===== src/wtg_pkg.sv =====
package wtg_pkg;
  localparam int unsigned WTG_CNT_W = 24;
  localparam int unsigned WTG_ADDR_W = 8;
  localparam int unsigned WTG_PRESCALE = 4;
  localparam logic [7:0] WTG_OFF_MODE = 8'h00;
  localparam logic [7:0] WTG_OFF_TC = 8'h04;
  localparam logic [7:0] WTG_OFF_FEED = 8'h08;
  localparam logic [7:0] WTG_OFF_TV = 8'h0c;
  localparam logic [7:0] WTG_OFF_WARN = 8'h10;
  localparam logic [7:0] WTG_OFF_WIN = 8'h14;
  localparam int unsigned WTG_BIT_EN = 0;
  localparam int unsigned WTG_BIT_RSTMODE = 1;
  localparam int unsigned WTG_BIT_EVFLAG = 2;
  localparam int unsigned WTG_BIT_WARNFLAG = 3;
  localparam logic [7:0] WTG_FEED_KEY1 = 8'haa;
  localparam logic [7:0] WTG_FEED_KEY2 = 8'h55;
  localparam logic [23:0] WTG_TC_MIN = 24'h000100;
  localparam logic [23:0] WTG_TC_RST = 24'hffffff;
  localparam logic [23:0] WTG_WARN_RST = 24'h000000;
  localparam logic [23:0] WTG_WIN_RST = 24'hffffff;
  localparam logic [31:0] WTG_RDATA_RST = 32'h00000000;

  typedef struct packed {
    logic psel;
    logic penable;
    logic pwrite;
    logic [7:0] paddr;
    logic [31:0] pwdata;
  } wtg_apb_req_t;

  typedef struct packed {
    logic pready;
    logic pslverr;
    logic [31:0] prdata;
  } wtg_apb_rsp_t;

  typedef struct packed {
    logic sync1;
    logic sync2;
    logic last;
    logic [1:0] div;
    logic tick;
  } wtg_tick_state_t;

  typedef struct packed {
    logic en;
    logic rst_mode;
    logic running;
    logic feed_armed;
    logic warn_flag;
    logic ev_flag;
    logic rst_req;
    logic [23:0] tc;
    logic [23:0] cnt;
    logic [23:0] warn;
    logic [23:0] win;
    logic [31:0] rdata;
  } wtg_state_t;

  localparam wtg_tick_state_t WTG_TICK_RST = '{sync1: 1'b0, sync2: 1'b0, last: 1'b0, div: 2'h0, tick: 1'b0};
  localparam wtg_state_t WTG_STATE_RST = '{en: 1'b0, rst_mode: 1'b0, running: 1'b0, feed_armed: 1'b0,
    warn_flag: 1'b0, ev_flag: 1'b0, rst_req: 1'b0, tc: WTG_TC_RST, cnt: WTG_TC_RST,
    warn: WTG_WARN_RST, win: WTG_WIN_RST, rdata: WTG_RDATA_RST};
endpackage : wtg_pkg


===== src/wtg_guard.sv =====
// Chosen here: the APB slave port and the placing of the registers.
`timescale 1ns/1ps
module wtg_guard (
  input wire logic clk_sys,
  input wire logic rst,
  input wire logic por,
  input wire logic dedicated_timeout_oscillator,
  input wire wtg_pkg::wtg_apb_req_t apb_req,
  output wtg_pkg::wtg_apb_rsp_t apb_rsp,
  output logic chip_rst_req,
  output logic fault_irq,
  output logic warn_irq
);
  import wtg_pkg::*;

  wtg_state_t s_q;
  wtg_state_t s_d;
  logic tick;
  logic setup;
  logic wr;
  logic feed_wr;
  logic key1_wr;
  logic good_feed;
  logic bad_feed;
  logic early_feed;
  logic timeout_evt;
  logic wd_event;
  logic mapped;

  function automatic logic hit(input logic [7:0] addr, input logic [7:0] off);
    hit = (addr == off);
  endfunction : hit

  function automatic logic [23:0] clamp_tc(input logic [23:0] v);
    clamp_tc = (v < WTG_TC_MIN) ? WTG_TC_MIN : v;
  endfunction : clamp_tc

  wtg_tick_gen #(
    .DIV(WTG_PRESCALE)
  ) u_tick (
    .clk_sys(clk_sys),
    .rst(rst | por),
    .osc_in(dedicated_timeout_oscillator),
    .tick(tick)
  );

  assign mapped = hit(apb_req.paddr, WTG_OFF_MODE) | hit(apb_req.paddr, WTG_OFF_TC) |
                  hit(apb_req.paddr, WTG_OFF_FEED) | hit(apb_req.paddr, WTG_OFF_TV) |
                  hit(apb_req.paddr, WTG_OFF_WARN) | hit(apb_req.paddr, WTG_OFF_WIN);
  assign setup = apb_req.psel & ~apb_req.penable;
  assign wr = apb_req.psel & apb_req.penable & apb_req.pwrite;
  assign feed_wr = wr & hit(apb_req.paddr, WTG_OFF_FEED);
  assign key1_wr = feed_wr & (apb_req.pwdata[7:0] == WTG_FEED_KEY1);
  assign good_feed = feed_wr & s_q.feed_armed & (apb_req.pwdata[7:0] == WTG_FEED_KEY2);
  // A half-done sequence interrupted by a write to any other register is also a fault
  assign bad_feed = s_q.en & ((feed_wr & ~good_feed & ~key1_wr) | (wr & ~feed_wr & s_q.feed_armed));
  assign early_feed = s_q.en & good_feed & s_q.running & (s_q.cnt > s_q.win);
  assign timeout_evt = s_q.en & s_q.running & tick & (s_q.cnt == 24'h000000);
  assign wd_event = timeout_evt | bad_feed | early_feed;

  always_comb begin
    s_d = s_q;
    s_d.rst_req = 1'b0;
    if (setup) begin
      s_d.rdata = WTG_RDATA_RST;
      if (hit(apb_req.paddr, WTG_OFF_MODE)) begin
        s_d.rdata[WTG_BIT_EN] = s_q.en;
        s_d.rdata[WTG_BIT_RSTMODE] = s_q.rst_mode;
        s_d.rdata[WTG_BIT_EVFLAG] = s_q.ev_flag;
        s_d.rdata[WTG_BIT_WARNFLAG] = s_q.warn_flag;
      end
      if (hit(apb_req.paddr, WTG_OFF_TC)) s_d.rdata[23:0] = s_q.tc;
      if (hit(apb_req.paddr, WTG_OFF_TV)) s_d.rdata[23:0] = s_q.cnt;
      if (hit(apb_req.paddr, WTG_OFF_WARN)) s_d.rdata[23:0] = s_q.warn;
      if (hit(apb_req.paddr, WTG_OFF_WIN)) s_d.rdata[23:0] = s_q.win;
    end
    if (wr & hit(apb_req.paddr, WTG_OFF_MODE)) begin
      if (apb_req.pwdata[WTG_BIT_EN]) s_d.en = 1'b1;
      s_d.rst_mode = apb_req.pwdata[WTG_BIT_RSTMODE];
      if (apb_req.pwdata[WTG_BIT_EVFLAG]) s_d.ev_flag = 1'b0;
      if (apb_req.pwdata[WTG_BIT_WARNFLAG]) s_d.warn_flag = 1'b0;
    end
    if (wr & hit(apb_req.paddr, WTG_OFF_TC)) s_d.tc = clamp_tc(apb_req.pwdata[23:0]);
    if (wr & hit(apb_req.paddr, WTG_OFF_WARN)) s_d.warn = apb_req.pwdata[23:0];
    if (wr & hit(apb_req.paddr, WTG_OFF_WIN)) s_d.win = apb_req.pwdata[23:0];
    if (s_q.running & tick & (s_q.cnt != 24'h000000)) begin
      s_d.cnt = s_q.cnt - 24'h000001;
    end
    if (key1_wr) s_d.feed_armed = 1'b1;
    if (good_feed | wr & ~key1_wr) s_d.feed_armed = 1'b0;
    if (good_feed & s_q.en) begin
      s_d.cnt = s_q.tc;
      s_d.running = 1'b1;
    end
    // Set wins over a same-cycle software clear
    if (s_q.running & (s_q.cnt == s_q.warn)) s_d.warn_flag = 1'b1;
    if (wd_event) begin
      s_d.ev_flag = 1'b1;
      s_d.rst_req = s_q.rst_mode;
      s_d.en = 1'b0;
      s_d.running = 1'b0;
      s_d.feed_armed = 1'b0;
    end
  end

  // The event flag must outlive the reset the watchdog itself asked for
  always_ff @(posedge clk_sys) begin
    if (rst | por) begin
      s_q <= WTG_STATE_RST;
      if (!por) s_q.ev_flag <= s_q.ev_flag;
    end else begin
      s_q <= s_d;
    end
  end

  assign apb_rsp.pready = 1'b1;
  assign apb_rsp.pslverr = apb_req.psel & apb_req.penable & ~mapped;
  assign apb_rsp.prdata = s_q.rdata;
  assign chip_rst_req = s_q.rst_req;
  assign fault_irq = s_q.ev_flag & ~s_q.rst_mode;
  assign warn_irq = s_q.warn_flag;

  chk_timeout_reset: assert property (@(posedge clk_sys) disable iff (rst | por)
    timeout_evt & s_q.rst_mode |=> chip_rst_req ##1 !chip_rst_req)
    else $error("expiry did not give a single reset request");
  chk_rst_pulse_src: assert property (@(posedge clk_sys) disable iff (rst | por)
    chip_rst_req |-> $past(wd_event) && $past(s_q.rst_mode))
    else $error("reset request without a watchdog event");
  chk_window_early: assert property (@(posedge clk_sys) disable iff (rst | por)
    good_feed & s_q.en & s_q.running & (s_q.cnt > s_q.win) |=> s_q.ev_flag && !s_q.en)
    else $error("early reload not taken as a fault");
  // A reload inside the window must keep the guard running
  chk_window_ok: assert property (@(posedge clk_sys) disable iff (rst | por)
    good_feed & s_q.en & s_q.running & (s_q.cnt <= s_q.win) & !timeout_evt |=> s_q.running)
    else $error("reload inside the window taken as a fault");
  chk_warn_raise: assert property (@(posedge clk_sys) disable iff (rst | por)
    s_q.running & (s_q.cnt == s_q.warn) |=> warn_irq)
    else $error("warning not raised at programmed count");
  chk_warn_hold: assert property (@(posedge clk_sys) disable iff (rst | por)
    warn_irq & !(wr & hit(apb_req.paddr, WTG_OFF_MODE) & apb_req.pwdata[WTG_BIT_WARNFLAG]) |=> warn_irq)
    else $error("warning dropped without a clear");
  chk_warn_clear: assert property (@(posedge clk_sys) disable iff (rst | por)
    wr & hit(apb_req.paddr, WTG_OFF_MODE) & apb_req.pwdata[WTG_BIT_WARNFLAG] &
    !(s_q.running & (s_q.cnt == s_q.warn)) |=> !warn_irq)
    else $error("warning flag not cleared by software");
  chk_enable_sticky: assert property (@(posedge clk_sys) disable iff (rst | por)
    s_q.en & !wd_event |=> s_q.en)
    else $error("enable cleared without a watchdog event");
  chk_enable_set: assert property (@(posedge clk_sys) disable iff (rst | por)
    wr & hit(apb_req.paddr, WTG_OFF_MODE) & apb_req.pwdata[WTG_BIT_EN] & !wd_event |=> s_q.en)
    else $error("enable write did not take");
  chk_event_disable: assert property (@(posedge clk_sys) disable iff (rst | por)
    wd_event |=> !s_q.en && !s_q.running)
    else $error("watchdog event left the guard enabled");
  chk_bad_feed: assert property (@(posedge clk_sys) disable iff (rst | por)
    bad_feed |=> !s_q.en ##0 (chip_rst_req == $past(s_q.rst_mode)) ##0 s_q.ev_flag)
    else $error("wrong feed sequence not handled");
  chk_feed_arm: assert property (@(posedge clk_sys) disable iff (rst | por)
    key1_wr & !timeout_evt |=> s_q.feed_armed)
    else $error("first feed key did not arm the sequence");
  // In interrupt mode an event must never reach the chip reset line
  chk_irq_mode: assert property (@(posedge clk_sys) disable iff (rst | por)
    wd_event & !s_q.rst_mode & !(wr & hit(apb_req.paddr, WTG_OFF_MODE)) |=> fault_irq && !chip_rst_req)
    else $error("interrupt mode event handled as reset");
  chk_rst_mode_wr: assert property (@(posedge clk_sys) disable iff (rst | por)
    wr & hit(apb_req.paddr, WTG_OFF_MODE) |=> s_q.rst_mode == $past(apb_req.pwdata[WTG_BIT_RSTMODE]))
    else $error("response mode write did not take");
  chk_flag_hold: assert property (@(posedge clk_sys) disable iff (por)
    s_q.ev_flag & rst |=> s_q.ev_flag)
    else $error("event flag lost over chip reset");
  chk_flag_set: assert property (@(posedge clk_sys) disable iff (rst | por)
    wd_event |=> s_q.ev_flag)
    else $error("watchdog event not recorded");
  chk_evflag_clear: assert property (@(posedge clk_sys) disable iff (rst | por)
    wr & hit(apb_req.paddr, WTG_OFF_MODE) & apb_req.pwdata[WTG_BIT_EVFLAG] & !wd_event |=> !s_q.ev_flag)
    else $error("event flag not cleared by software");
  chk_por_clear: assert property (@(posedge clk_sys)
    por |=> !s_q.ev_flag && !fault_irq)
    else $error("power-on reset kept the event flag");
  chk_count_step: assert property (@(posedge clk_sys) disable iff (rst | por)
    s_q.running & tick & (s_q.cnt != 24'h000000) & !good_feed & !wd_event |=> s_q.cnt == $past(s_q.cnt) - 24'h000001)
    else $error("counter did not step by one");
  chk_reload_value: assert property (@(posedge clk_sys) disable iff (rst | por)
    good_feed & s_q.en & !wd_event |=> s_q.cnt == $past(s_q.tc) && s_q.running)
    else $error("reload did not restore time-out");
  chk_cnt_frozen: assert property (@(posedge clk_sys) disable iff (rst | por)
    !s_q.running & !(good_feed & s_q.en) |=> s_q.cnt == $past(s_q.cnt))
    else $error("counter moved while stopped");
  chk_tc_floor: assert property (@(posedge clk_sys) disable iff (rst | por)
    s_q.tc >= WTG_TC_MIN)
    else $error("time-out below the lower bound");
  chk_tc_clamp: assert property (@(posedge clk_sys) disable iff (rst | por)
    wr & hit(apb_req.paddr, WTG_OFF_TC) & (apb_req.pwdata[23:0] < WTG_TC_MIN) |=> s_q.tc == WTG_TC_MIN)
    else $error("short time-out not raised to the floor");
  chk_tick_gap: assert property (@(posedge clk_sys) disable iff (rst | por)
    tick |=> !tick [*5])
    else $error("oscillator crossing produced ticks too fast");
  // Read data is a snapshot taken in the setup cycle
  chk_read_capture: assert property (@(posedge clk_sys) disable iff (rst | por)
    setup & !apb_req.pwrite & hit(apb_req.paddr, WTG_OFF_TC) |=> apb_rsp.prdata == {8'h00, $past(s_q.tc)})
    else $error("time-out read did not return the stored value");
  chk_unmapped_zero: assert property (@(posedge clk_sys) disable iff (rst | por)
    setup & !mapped |=> apb_rsp.prdata == WTG_RDATA_RST && apb_rsp.pslverr)
    else $error("unmapped access not refused");

  cov_feed_ok: cover property (@(posedge clk_sys) disable iff (rst | por) good_feed & s_q.en & !wd_event);
  cov_timeout: cover property (@(posedge clk_sys) disable iff (rst | por) timeout_evt);
  cov_bad_feed: cover property (@(posedge clk_sys) disable iff (rst | por) bad_feed);
  cov_warn: cover property (@(posedge clk_sys) disable iff (rst | por) warn_irq & !$past(warn_irq));
  cov_early_feed: cover property (@(posedge clk_sys) disable iff (rst | por) early_feed);
endmodule : wtg_guard


===== src/wtg_tick_gen.sv =====
`timescale 1ns/1ps
module wtg_tick_gen #(
  parameter int unsigned DIV = wtg_pkg::WTG_PRESCALE
) (
  input wire logic clk_sys,
  input wire logic rst,
  input wire logic osc_in,
  output logic tick
);
  import wtg_pkg::*;

  wtg_tick_state_t s_q;
  wtg_tick_state_t s_d;
  logic rise;

  // The two-bit divider below serves a ratio of four only
  if (DIV != 4) begin : g_div_check
    $error("wtg_tick_gen: divider is built for four only");
  end

  // Only the second stage and its delayed copy in last are ever looked at
  assign rise = s_q.sync2 & ~s_q.last;

  always_comb begin
    s_d = s_q;
    s_d.sync1 = osc_in;
    s_d.sync2 = s_q.sync1;
    s_d.last = s_q.sync2;
    s_d.tick = 1'b0;
    if (rise) begin
      s_d.div = s_q.div + 2'h1;
      s_d.tick = (s_q.div == 2'h3);
    end
  end

  always_ff @(posedge clk_sys) begin
    if (rst) begin
      s_q <= WTG_TICK_RST;
    end else begin
      s_q <= s_d;
    end
  end

  assign tick = s_q.tick;

  chk_tick_single_pulse: assert property (@(posedge clk_sys) disable iff (rst)
    tick |=> !tick [*3]) else $error("prescaler ticks closer than the division allows");
endmodule : wtg_tick_gen

===== config.mk =====
export PLATFORM = sky130hd
export DESIGN_NAME = wtg_guard
export DESIGN_NICKNAME = d
export VERILOG_FILES = /design/src/wtg_pkg.sv /design/src/wtg_guard.sv /design/src/wtg_tick_gen.sv
export SDC_FILE = /design/constraint.sdc
export NUM_CORES = 1
export LEC_CHECK = 0
export BUFFER_PORTS_ARGS = -buffer_cell sky130_fd_sc_hd__buf_2
export CAP_MARGIN = 20
export CORE_MARGIN = 2
export CORE_UTILIZATION = 40
export CTS_BUF_LIST = sky130_fd_sc_hd__clkbuf_16
export CTS_CLUSTER_DIAMETER = 200
export DETAILED_ROUTE_END_ITERATION = 6
export PLACE_DENSITY = 0.68
export SLEW_MARGIN = 20
export SYNTH_ARGS = -nofsm -noshare
export SYNTH_HDL_FRONTEND = slang
export SYNTH_HIERARCHICAL = 1
export SYNTH_SLANG_ARGS = --single-unit

===== constraint.sdc =====
create_clock -name clk_sys -period 5.6 [get_ports clk_sys]
set_clock_uncertainty 0.05 [all_clocks]
set_input_delay 1.12 -clock clk_sys [delete_from_list [all_inputs] [get_ports clk_sys]]
set_output_delay 1.12 -clock clk_sys [all_outputs]
set_load 0.005 [all_outputs]

After elaboration in Yosys (flattened, before gate mapping)
Cells that the tools add are included.

cells by class
  add/subtract/negate cells = 2
  $lt $le $gt $ge = 2
  eq/ne operators = 10
  multiplexer cells = 19
  bitwise logic cells = 48
  reductions and logical operators = 15

operators with widths
  cell                                                 count
  two-way mux 24 bit                                   11
  two-way mux 130 bit                                  1
  AND 1 bit                                            29
  equality test 24 bit                                 1
  > comparator 24 bit                                  1
  zero test 24 bit                                     1
  < comparator 24 x 9 -> 1 bit, second input constant  1
  nonzero test 24 bit                                  1
  subtractor 24 x 1 -> 24 bit, second input constant   1
  equality test 8 x 4 -> 1 bit, second input constant  2
  equality test 8 x 5 -> 1 bit, second input constant  2
  bitwise OR 1 bit                                     10
  NOT 1 bit                                            9
  equality test 8 x 3 -> 1 bit, second input constant  1
  equality test 8 x 7 -> 1 bit, second input constant  1
  equality test 8 bit, second input constant           1
  zero test 8 bit                                      1
  nonzero test 2 bit                                   3
  nonzero test 3 bit                                   2
  OR reduction 2 bit                                   3
  two-way mux 1 bit                                    4
  two-way mux 2 bit                                    2
  two-way mux 4 bit                                    1
  AND reduction 2 bit                                  2
  other kinds (5)                                      5

word-level totals
  register bits after elaboration = 133
  word-level logic and storage cells = 113

Longest topological paths before layout
Gate-level depths: netlist (run 1).

  depth after elaboration = 14
  depth in mapped cells = 9
  mapped depth without buffers = 8

Modules after synthesis
The synthesis (run 1) kept the hierarchy.

modules (own cells, without submodules)
  module        instances  cells an instance  area an instance (um2)  seq. area each (um2)
  wtg_guard     1          814                6,597.6                 2,552.4
  wtg_tick_gen  1          18                 232.7                   120.1

Worst setup path after synthesis (run 1)
No wires, ideal clock.

  kind = in2out
  start point = input apb_req[34] (netlist bit)
  end point = output apb_rsp[32] (netlist bit)
  arrival time = 2,408 ps
  data required time = 4,430 ps
  slack = 2,022 ps
  stages on the path = 6
  path buffers = 3
  path through = nor2_1 -> and4_1 -> clkbuf_1 -> clkbuf_1 -> clkbuf_1 -> nor4_1

RTL lines
  element          line            RTL
  start, declared  wtg_guard.sv:8  input wire wtg_pkg::wtg_apb_req_t apb_req,
  end, declared    wtg_guard.sv:9  output wtg_pkg::wtg_apb_rsp_t apb_rsp,

==> impl_metrics.py, run 1 <==
metrics = {
    "status": {
        "status": "complete, no violations",
    },
    "pwr": {
        "fin_total_pwr_uw": 2143,
        "peakVddDrop_v": 0.0002355,
        "pwr_density_cell_nw_per_um2": 279.5,
        "p_leak_uw": 0.003026,
    },
    "detailed_routing": {
        "drcViolationCount": 0,
        "ant_nets": 0,
        "first_pass_iters": 7,
        "drt-initial-drc-count": 756,
        "route.vias.total": 6227,
        "totalWireLength_um": 19870,
        "viasPerCell": 5.766,
        "routedWlPerCell_um": 18.40,
    },
    "timing": {
        "rsz0062_at_grt": "no",
        "setup_slack_ps": 1773,
        "slew_viol_final": 0,
        "period_share": 0.6834,
        "period_minus_slack_ps": 3827,
        "max_freq_mhz": 261.3,
        "max_slew_margin": 0.2597,
        "hold_viol": 0,
        "finalSetupViolCount": 0,
        "fin_tns_setup_ps": 0,
        "worst_slew_pin_slew_ps": 1108,
    },
    "die": {
        "initial_utilization": 0.4104,
        "ios": 84,
        "core-area_um2": 16640,
        "die-width_um": 134.7,
        "die_area_um2": 18140,
        "die_h_um": 134.7,
        "rows": 47,
    },
    "setup_path": {
        "crit_start": "apb_req[33]",
        "path_max_fanout": 12,
        "end_kind": "primary output",
        "cp.required_ps": 4430,
        "cp.arrival_ps": 2660,
        "reg2reg_from": "s_q[96]",
        "crit_type": "in -> out",
        "start_kind": "input port",
    },
    "synthesis": {
        "ys_seq_area_frac": 0.3913,
        "syn_avg_cell_area_um2": 8.209,
        "synth-edff-count": 1,
        "syn_area_um2": 6830,
        "synth.ff_latch_count": 133,
        "async_flop_share": 0,
        "yosys_warnings": 6,
        "synth.largest_area_cell": "dfxtp_1",
        "synth_ff_type": "dfxtp_1",
        "netlist.area_leader.share": 0.3869,
        "synth.area.top_cells": "dfxtp_1, a21oi_1, nand2_1, ha_1, nand3_1",
        "yosys.cell_types.count": 59,
        "syn_inst": 832,
    },
    "grt": {
        "grt_pass1_vias": 5698,
        "track_usage": 0.2247,
        "grt_max_degree": 75,
        "antenna_found_initial": 0,
        "grt.overflow.total": 0,
        "grt_pass1_wl_um": 31710,
    },
    "worst_hold_path": {
        "min-delay-start": "u_tick/s_d[4]",
        "holdCritPathClass": "reg -> reg",
    },
    "cells_and_area": {
        "drive_above_1_share": 0.1442,
        "synthToLayoutAreaGrowth_pct": 12.22,
        "final_common_cell": "dfxtp_1",
        "utilization": 0.4606,
        "nets": 920,
        "n_antenna_cell": 0,
        "layout_common_cells": "dfxtp_1, nand2_1, a21oi_1",
    },
    "clock_tree": {
        "clockBufferDepth": 2,
        "cts_tree": "yes",
        "cts_sinks": 133,
        "cts-root-buf": "clkbuf_16",
        "clk_latency_ps": 430,
        "hold_buffers": 0,
        "cts_made_buffers": 17,
        "ctsResizeCount": 0,
        "clk_pin_slew_worst_paths_ps": 60,
        "post_cts_buffers": 0,
        "h-tree-depth": 4,
    },
    "place": {
        "numPortBuffers": 66,
        "place.gp.congestion": 0.8485,
        "pre_cts_slack_ps": 1568,
        "dpl.hpwl_um": 13240,
    },
    "job": {
        "cap_violations": 0,
    },
}
-- Yosys cell counts, types with 2 or more instances --
| master | count |
|---|---|
| nand3_1 | 51 |
| buf_2 | 2 |
| and4_1 | 3 |
| ha_1 | 26 |
| xor2_1 | 15 |
| xnor2_1 | 29 |
| a22oi_1 | 5 |
| and2_1 | 4 |
| nand2_1 | 100 |
| dfxtp_1 | 132 |
| nand4_1 | 13 |
| a21oi_1 | 98 |
| nor2b_1 | 5 |
| or4_4 | 3 |
| nand2b_1 | 4 |
| or4_1 | 4 |
| o211ai_1 | 27 |
| nand3b_1 | 2 |
| a31oi_1 | 2 |
| or3_1 | 3 |
| nand4bb_1 | 2 |
| o21ai_1 | 2 |
| nor4bb_1 | 2 |
| clkbuf_1 | 50 |
| o31ai_1 | 2 |
| nor3_1 | 13 |
| conb_1 | 2 |
| and3_1 | 5 |
| buf_4 | 34 |
| or2_2 | 4 |
| a222oi_1 | 20 |
| inv_1 | 30 |
| a221oi_1 | 4 |
| and2b_2 | 3 |
| nor4_1 | 23 |
| nor2_1 | 43 |
| o21ai_0 | 36 |
| a221o_1 | 8 |
-- final timing paths --
kind | endpoint | slack, ps | cells after the start
worst max-delay path | apb_rsp[32] | 1770 | 6
worst min-delay path | u_tick/s_d[3] | 390 | 1
worst max register to register | s_q[129] | 2740 | 6
worst min register to register | u_tick/s_d[3] | 390 | 1
-- metrics by stage --
stage | instances | area (um2) | hold WS [ps]
2_1_floorplan | 839 | 6857 | 378.1
3_3_place_gp | 1048 | 7094 | 379.0
3_5_place_dp | 1048 | 7094 | 385.0
4_1_cts | 1080 | 7665 | 395.3
5_1_grt | 1080 | 7665 | 414.9
6_report | 1080 | 7665 | 393.2
-- report_power, final --
part	leakage, uW	internal, uW	switching, uW
registers	0.00108	954	2.56
clock network	0.000285	684	412
logic	0.00166	29.4	61.4
total	0.00303	1670	476
-- per-layer routing --
metal,vias up,track usage,share of wire
met4,0,0.09006,0.025
met2,234,0.3587,0.46
met1,2963,0.2975,0.44
li1,2991,-,-
met5,-,0,0
met3,39,0.04655,0.070
-- worst max-delay path: stages --
cell,delay (ps)
buf_2,100
or2_2,320
nor3b_1,230
and3_1,620
nor4_1,90
buf_2,160
-- sequential cells by signal (all words and copies together), names as in the netlist --
register,flops
u_tick/s_q,3
u_tick/tick,1
apb_rsp,24
s_q,101
chip_rst_req,1
warn_irq,1
u_tick/s_d,2
-- cells by family (layout without fill, tap and decap cells) --
logic type | Yosys count | in the layout | synth area share
mux | 2 | 2 | 0.003663
compound gates | 212 | 212 | 0.1973
other cells | 2 | 9 | 0.001100
buf+inv | 119 | 140 | 0.08555
simple gates | 294 | 294 | 0.2171
xor+xnor | 44 | 44 | 0.05642
flops | 133 | 133 | 0.3913
fa+ha+maj | 26 | 26 | 0.04763
-- area by class of cell --
| type | count | area (um2) |
|---|---|---|
| Fill cell | 1655 | 8977 |
| Multi-Input combinational cell | 587 | 3617 |
| Inverter | 31 | 116.4 |
| Clock buffer | 17 | 425.4 |
| Tap cell | 220 | 275.3 |
| Clock inverter | 15 | 145.1 |
| Sequential cell | 133 | 2673 |
| Timing Repair Buffer | 77 | 412.9 |
(Power assumes the default switching activity.)
==> inputs of run 2 (changes only) <==
- clock period: 5.6 -> 3.9 ns (I/O delays scaled with it)
==> run 2 against run 1 <==
  * Register-to-register slack got worse by 1700 ps
  * Critical endpoint unchanged
  * Total power up 43%
  * Critical path depth increased by 1
  * Combinational power rose by 42%
  * Final cell count is 0.65% higher
  * Sequential cell count unchanged
  * Non-clock buffer count is 6 higher
  * Sequential share of layout area decreased by 0.22 points
==> impl_metrics.py, run 2 (synthesized netlist as in run 1, its figures left out) <==
metrics = {
    "status": {
        "status": "complete, no violations",
    },
    "job": {
        "cap_violations": 0,
    },
    "place": {
        "dpl.hpwl_um": 13280,
        "place.gp.congestion": 0.8850,
        "numPortBuffers": 66,
        "placed_area_um2": 7139,
    },
    "die": {
        "initial_utilization": 0.4104,
        "core-area_um2": 16640,
        "ios": 84,
        "die_area_um2": 18140,
        "die_h_um": 134.7,
        "rows": 47,
        "die-width_um": 134.7,
    },
    "cells_and_area": {
        "layout_common_cells": "dfxtp_1, nand2_1, a21oi_1",
        "final_common_cell": "dfxtp_1",
        "synthToLayoutAreaGrowth_pct": 12.93,
        "fin_area_um2": 7714,
        "drive_above_1_share": 0.1524,
        "top_register": "s_q",
        "nets": 926,
        "largest_reg_flops": 101,
        "fill_cells": 1644,
    },
    "grt": {
        "grt_max_degree": 74,
        "grt_pass1_wl_um": 31530,
        "antenna_found_initial": 1,
        "grt.overflow.total": 0,
        "track_usage": 0.2227,
        "grt_pass1_vias": 5753,
    },
    "setup_path": {
        "path_max_fanout": 26,
        "cp.arrival_ps": 2180,
        "reg2regPathDepth": 6,
        "timing.rr.end": "s_q[129]",
        "crit_start": "apb_req[33]",
        "crit_type": "in -> out",
        "reg2reg_from": "s_q[96]",
        "start_kind": "input port",
        "rrSetupSlack_ps": 1040,
        "cp.required_ps": 3070,
        "end_kind": "primary output",
    },
    "pwr": {
        "p_clk_frac": 0.509,
        "switching_share": 0.2252,
        "pwr_density_cell_nw_per_um2": 396.6,
        "comb_power_share": 0.042,
        "p_int_uw": 2371,
        "peakVddDrop_v": 0.0003017,
        "seq_power_share": 0.449,
        "p_leak_uw": 0.003064,
        "p_switching_uw": 689.0,
    },
    "timing": {
        "worst_slew_pin_slew_ps": 823.5,
        "period_minus_slack_ps": 3013,
        "slew_viol_final": 0,
        "rsz0062_at_grt": "no",
        "period_share": 0.7725,
        "max_slew_margin": 0.4510,
        "max_freq_mhz": 331.9,
        "finalSetupViolCount": 0,
        "fin_tns_setup_ps": 0,
        "hold_viol": 0,
    },
    "clock_tree": {
        "hold_buffers": 0,
        "h-tree-depth": 4,
        "post_cts_buffers": 0,
        "clockBufferDepth": 2,
        "clk_pin_slew_worst_paths_ps": 60,
        "clk_latency_ps": 420,
        "cts-root-buf": "clkbuf_16",
        "cts_tree": "yes",
        "ctsResizeCount": 0,
        "cts_sinks": 133,
        "cts_made_buffers": 17,
    },
    "worst_hold_path": {
        "min_delay_path_depth": 1,
        "min-delay-start": "u_tick/s_d[4]",
        "holdCritPathClass": "reg -> reg",
        "hold-path-endpoint": "u_tick/s_d[3]",
    },
    "detailed_routing": {
        "routedWlPerCell_um": 18.37,
        "ant_nets": 0,
        "route.vias.total": 6245,
        "drcViolationCount": 0,
        "first_pass_iters": 7,
        "totalWireLength_um": 19960,
        "viasPerCell": 5.745,
        "drt-initial-drc-count": 718,
    },
}
run 2: how the worst max path moves through the flow:
stage	to	slack (ps)	cells after the start
2_1_floorplan	apb_rsp[32]	1000	6
3_3_place_gp	s_q[107]	500	6
3_5_place_dp	s_q[104]	500	6
4_1_cts	apb_rsp[32]	890	7
5_1_grt	s_q[111]	750	7
6_report	apb_rsp[32]	890	7
run 2: critical path, stage by stage:
cell	delay, ps
buf_2	100
or2_2	310
nor3b_1	240
and3_1	180
buf_4	330
nor4_1	100
buf_2	140
run 2: cell type report:
cell class	count	area [um2]	area share
diodes	1	2.502	0.0003244
flip-flops and latches	133	2673	0.3465
clock buffers	18	450.4	0.05839
inverters	31	116.4	0.01509
multi-input cells	587	3620	0.4693
clock inverters	14	118.9	0.01541
well taps	220	275.3	0.03569
repair buffers	83	457.9	0.05937
run 2: metal layers:
metal / GRT usage / part of all wire
met1: 0.2891 / 0.45
met4: 0.08012 / 0.022
met3: 0.05293 / 0.065
met2: 0.3618 / 0.47
met5: 0 / 0
run 2: power groups by stage:
stage	combinational (uW)	clock, uW	sequential (uW)
6_report	129	1560	1370
4_1_cts	129	1570	1370
2_1_floorplan	74.5	0	1400
3_5_place_dp	128	0	1400
5_1_grt	140	1640	1370
3_3_place_gp	128	0	1400
run 2: per-stage QoR:
stage | worst slack, ps | hold slack, ps | cells | power, uW | utilization
after floorplan | 1002 | 378.1 | 839 | 1476 | -
after detailed placement | 495.1 | 385.3 | 1054 | 1530 | 0.4290
final | 887.4 | 398.2 | 1087 | 3060 | 0.4635
after global placement | 501.3 | 381.9 | 1054 | 1530 | 0.4290
after CTS | 890.2 | 401.3 | 1086 | 3074 | 0.4632
after global routing | 751.2 | 416.4 | 1086 | 3149 | 0.4633
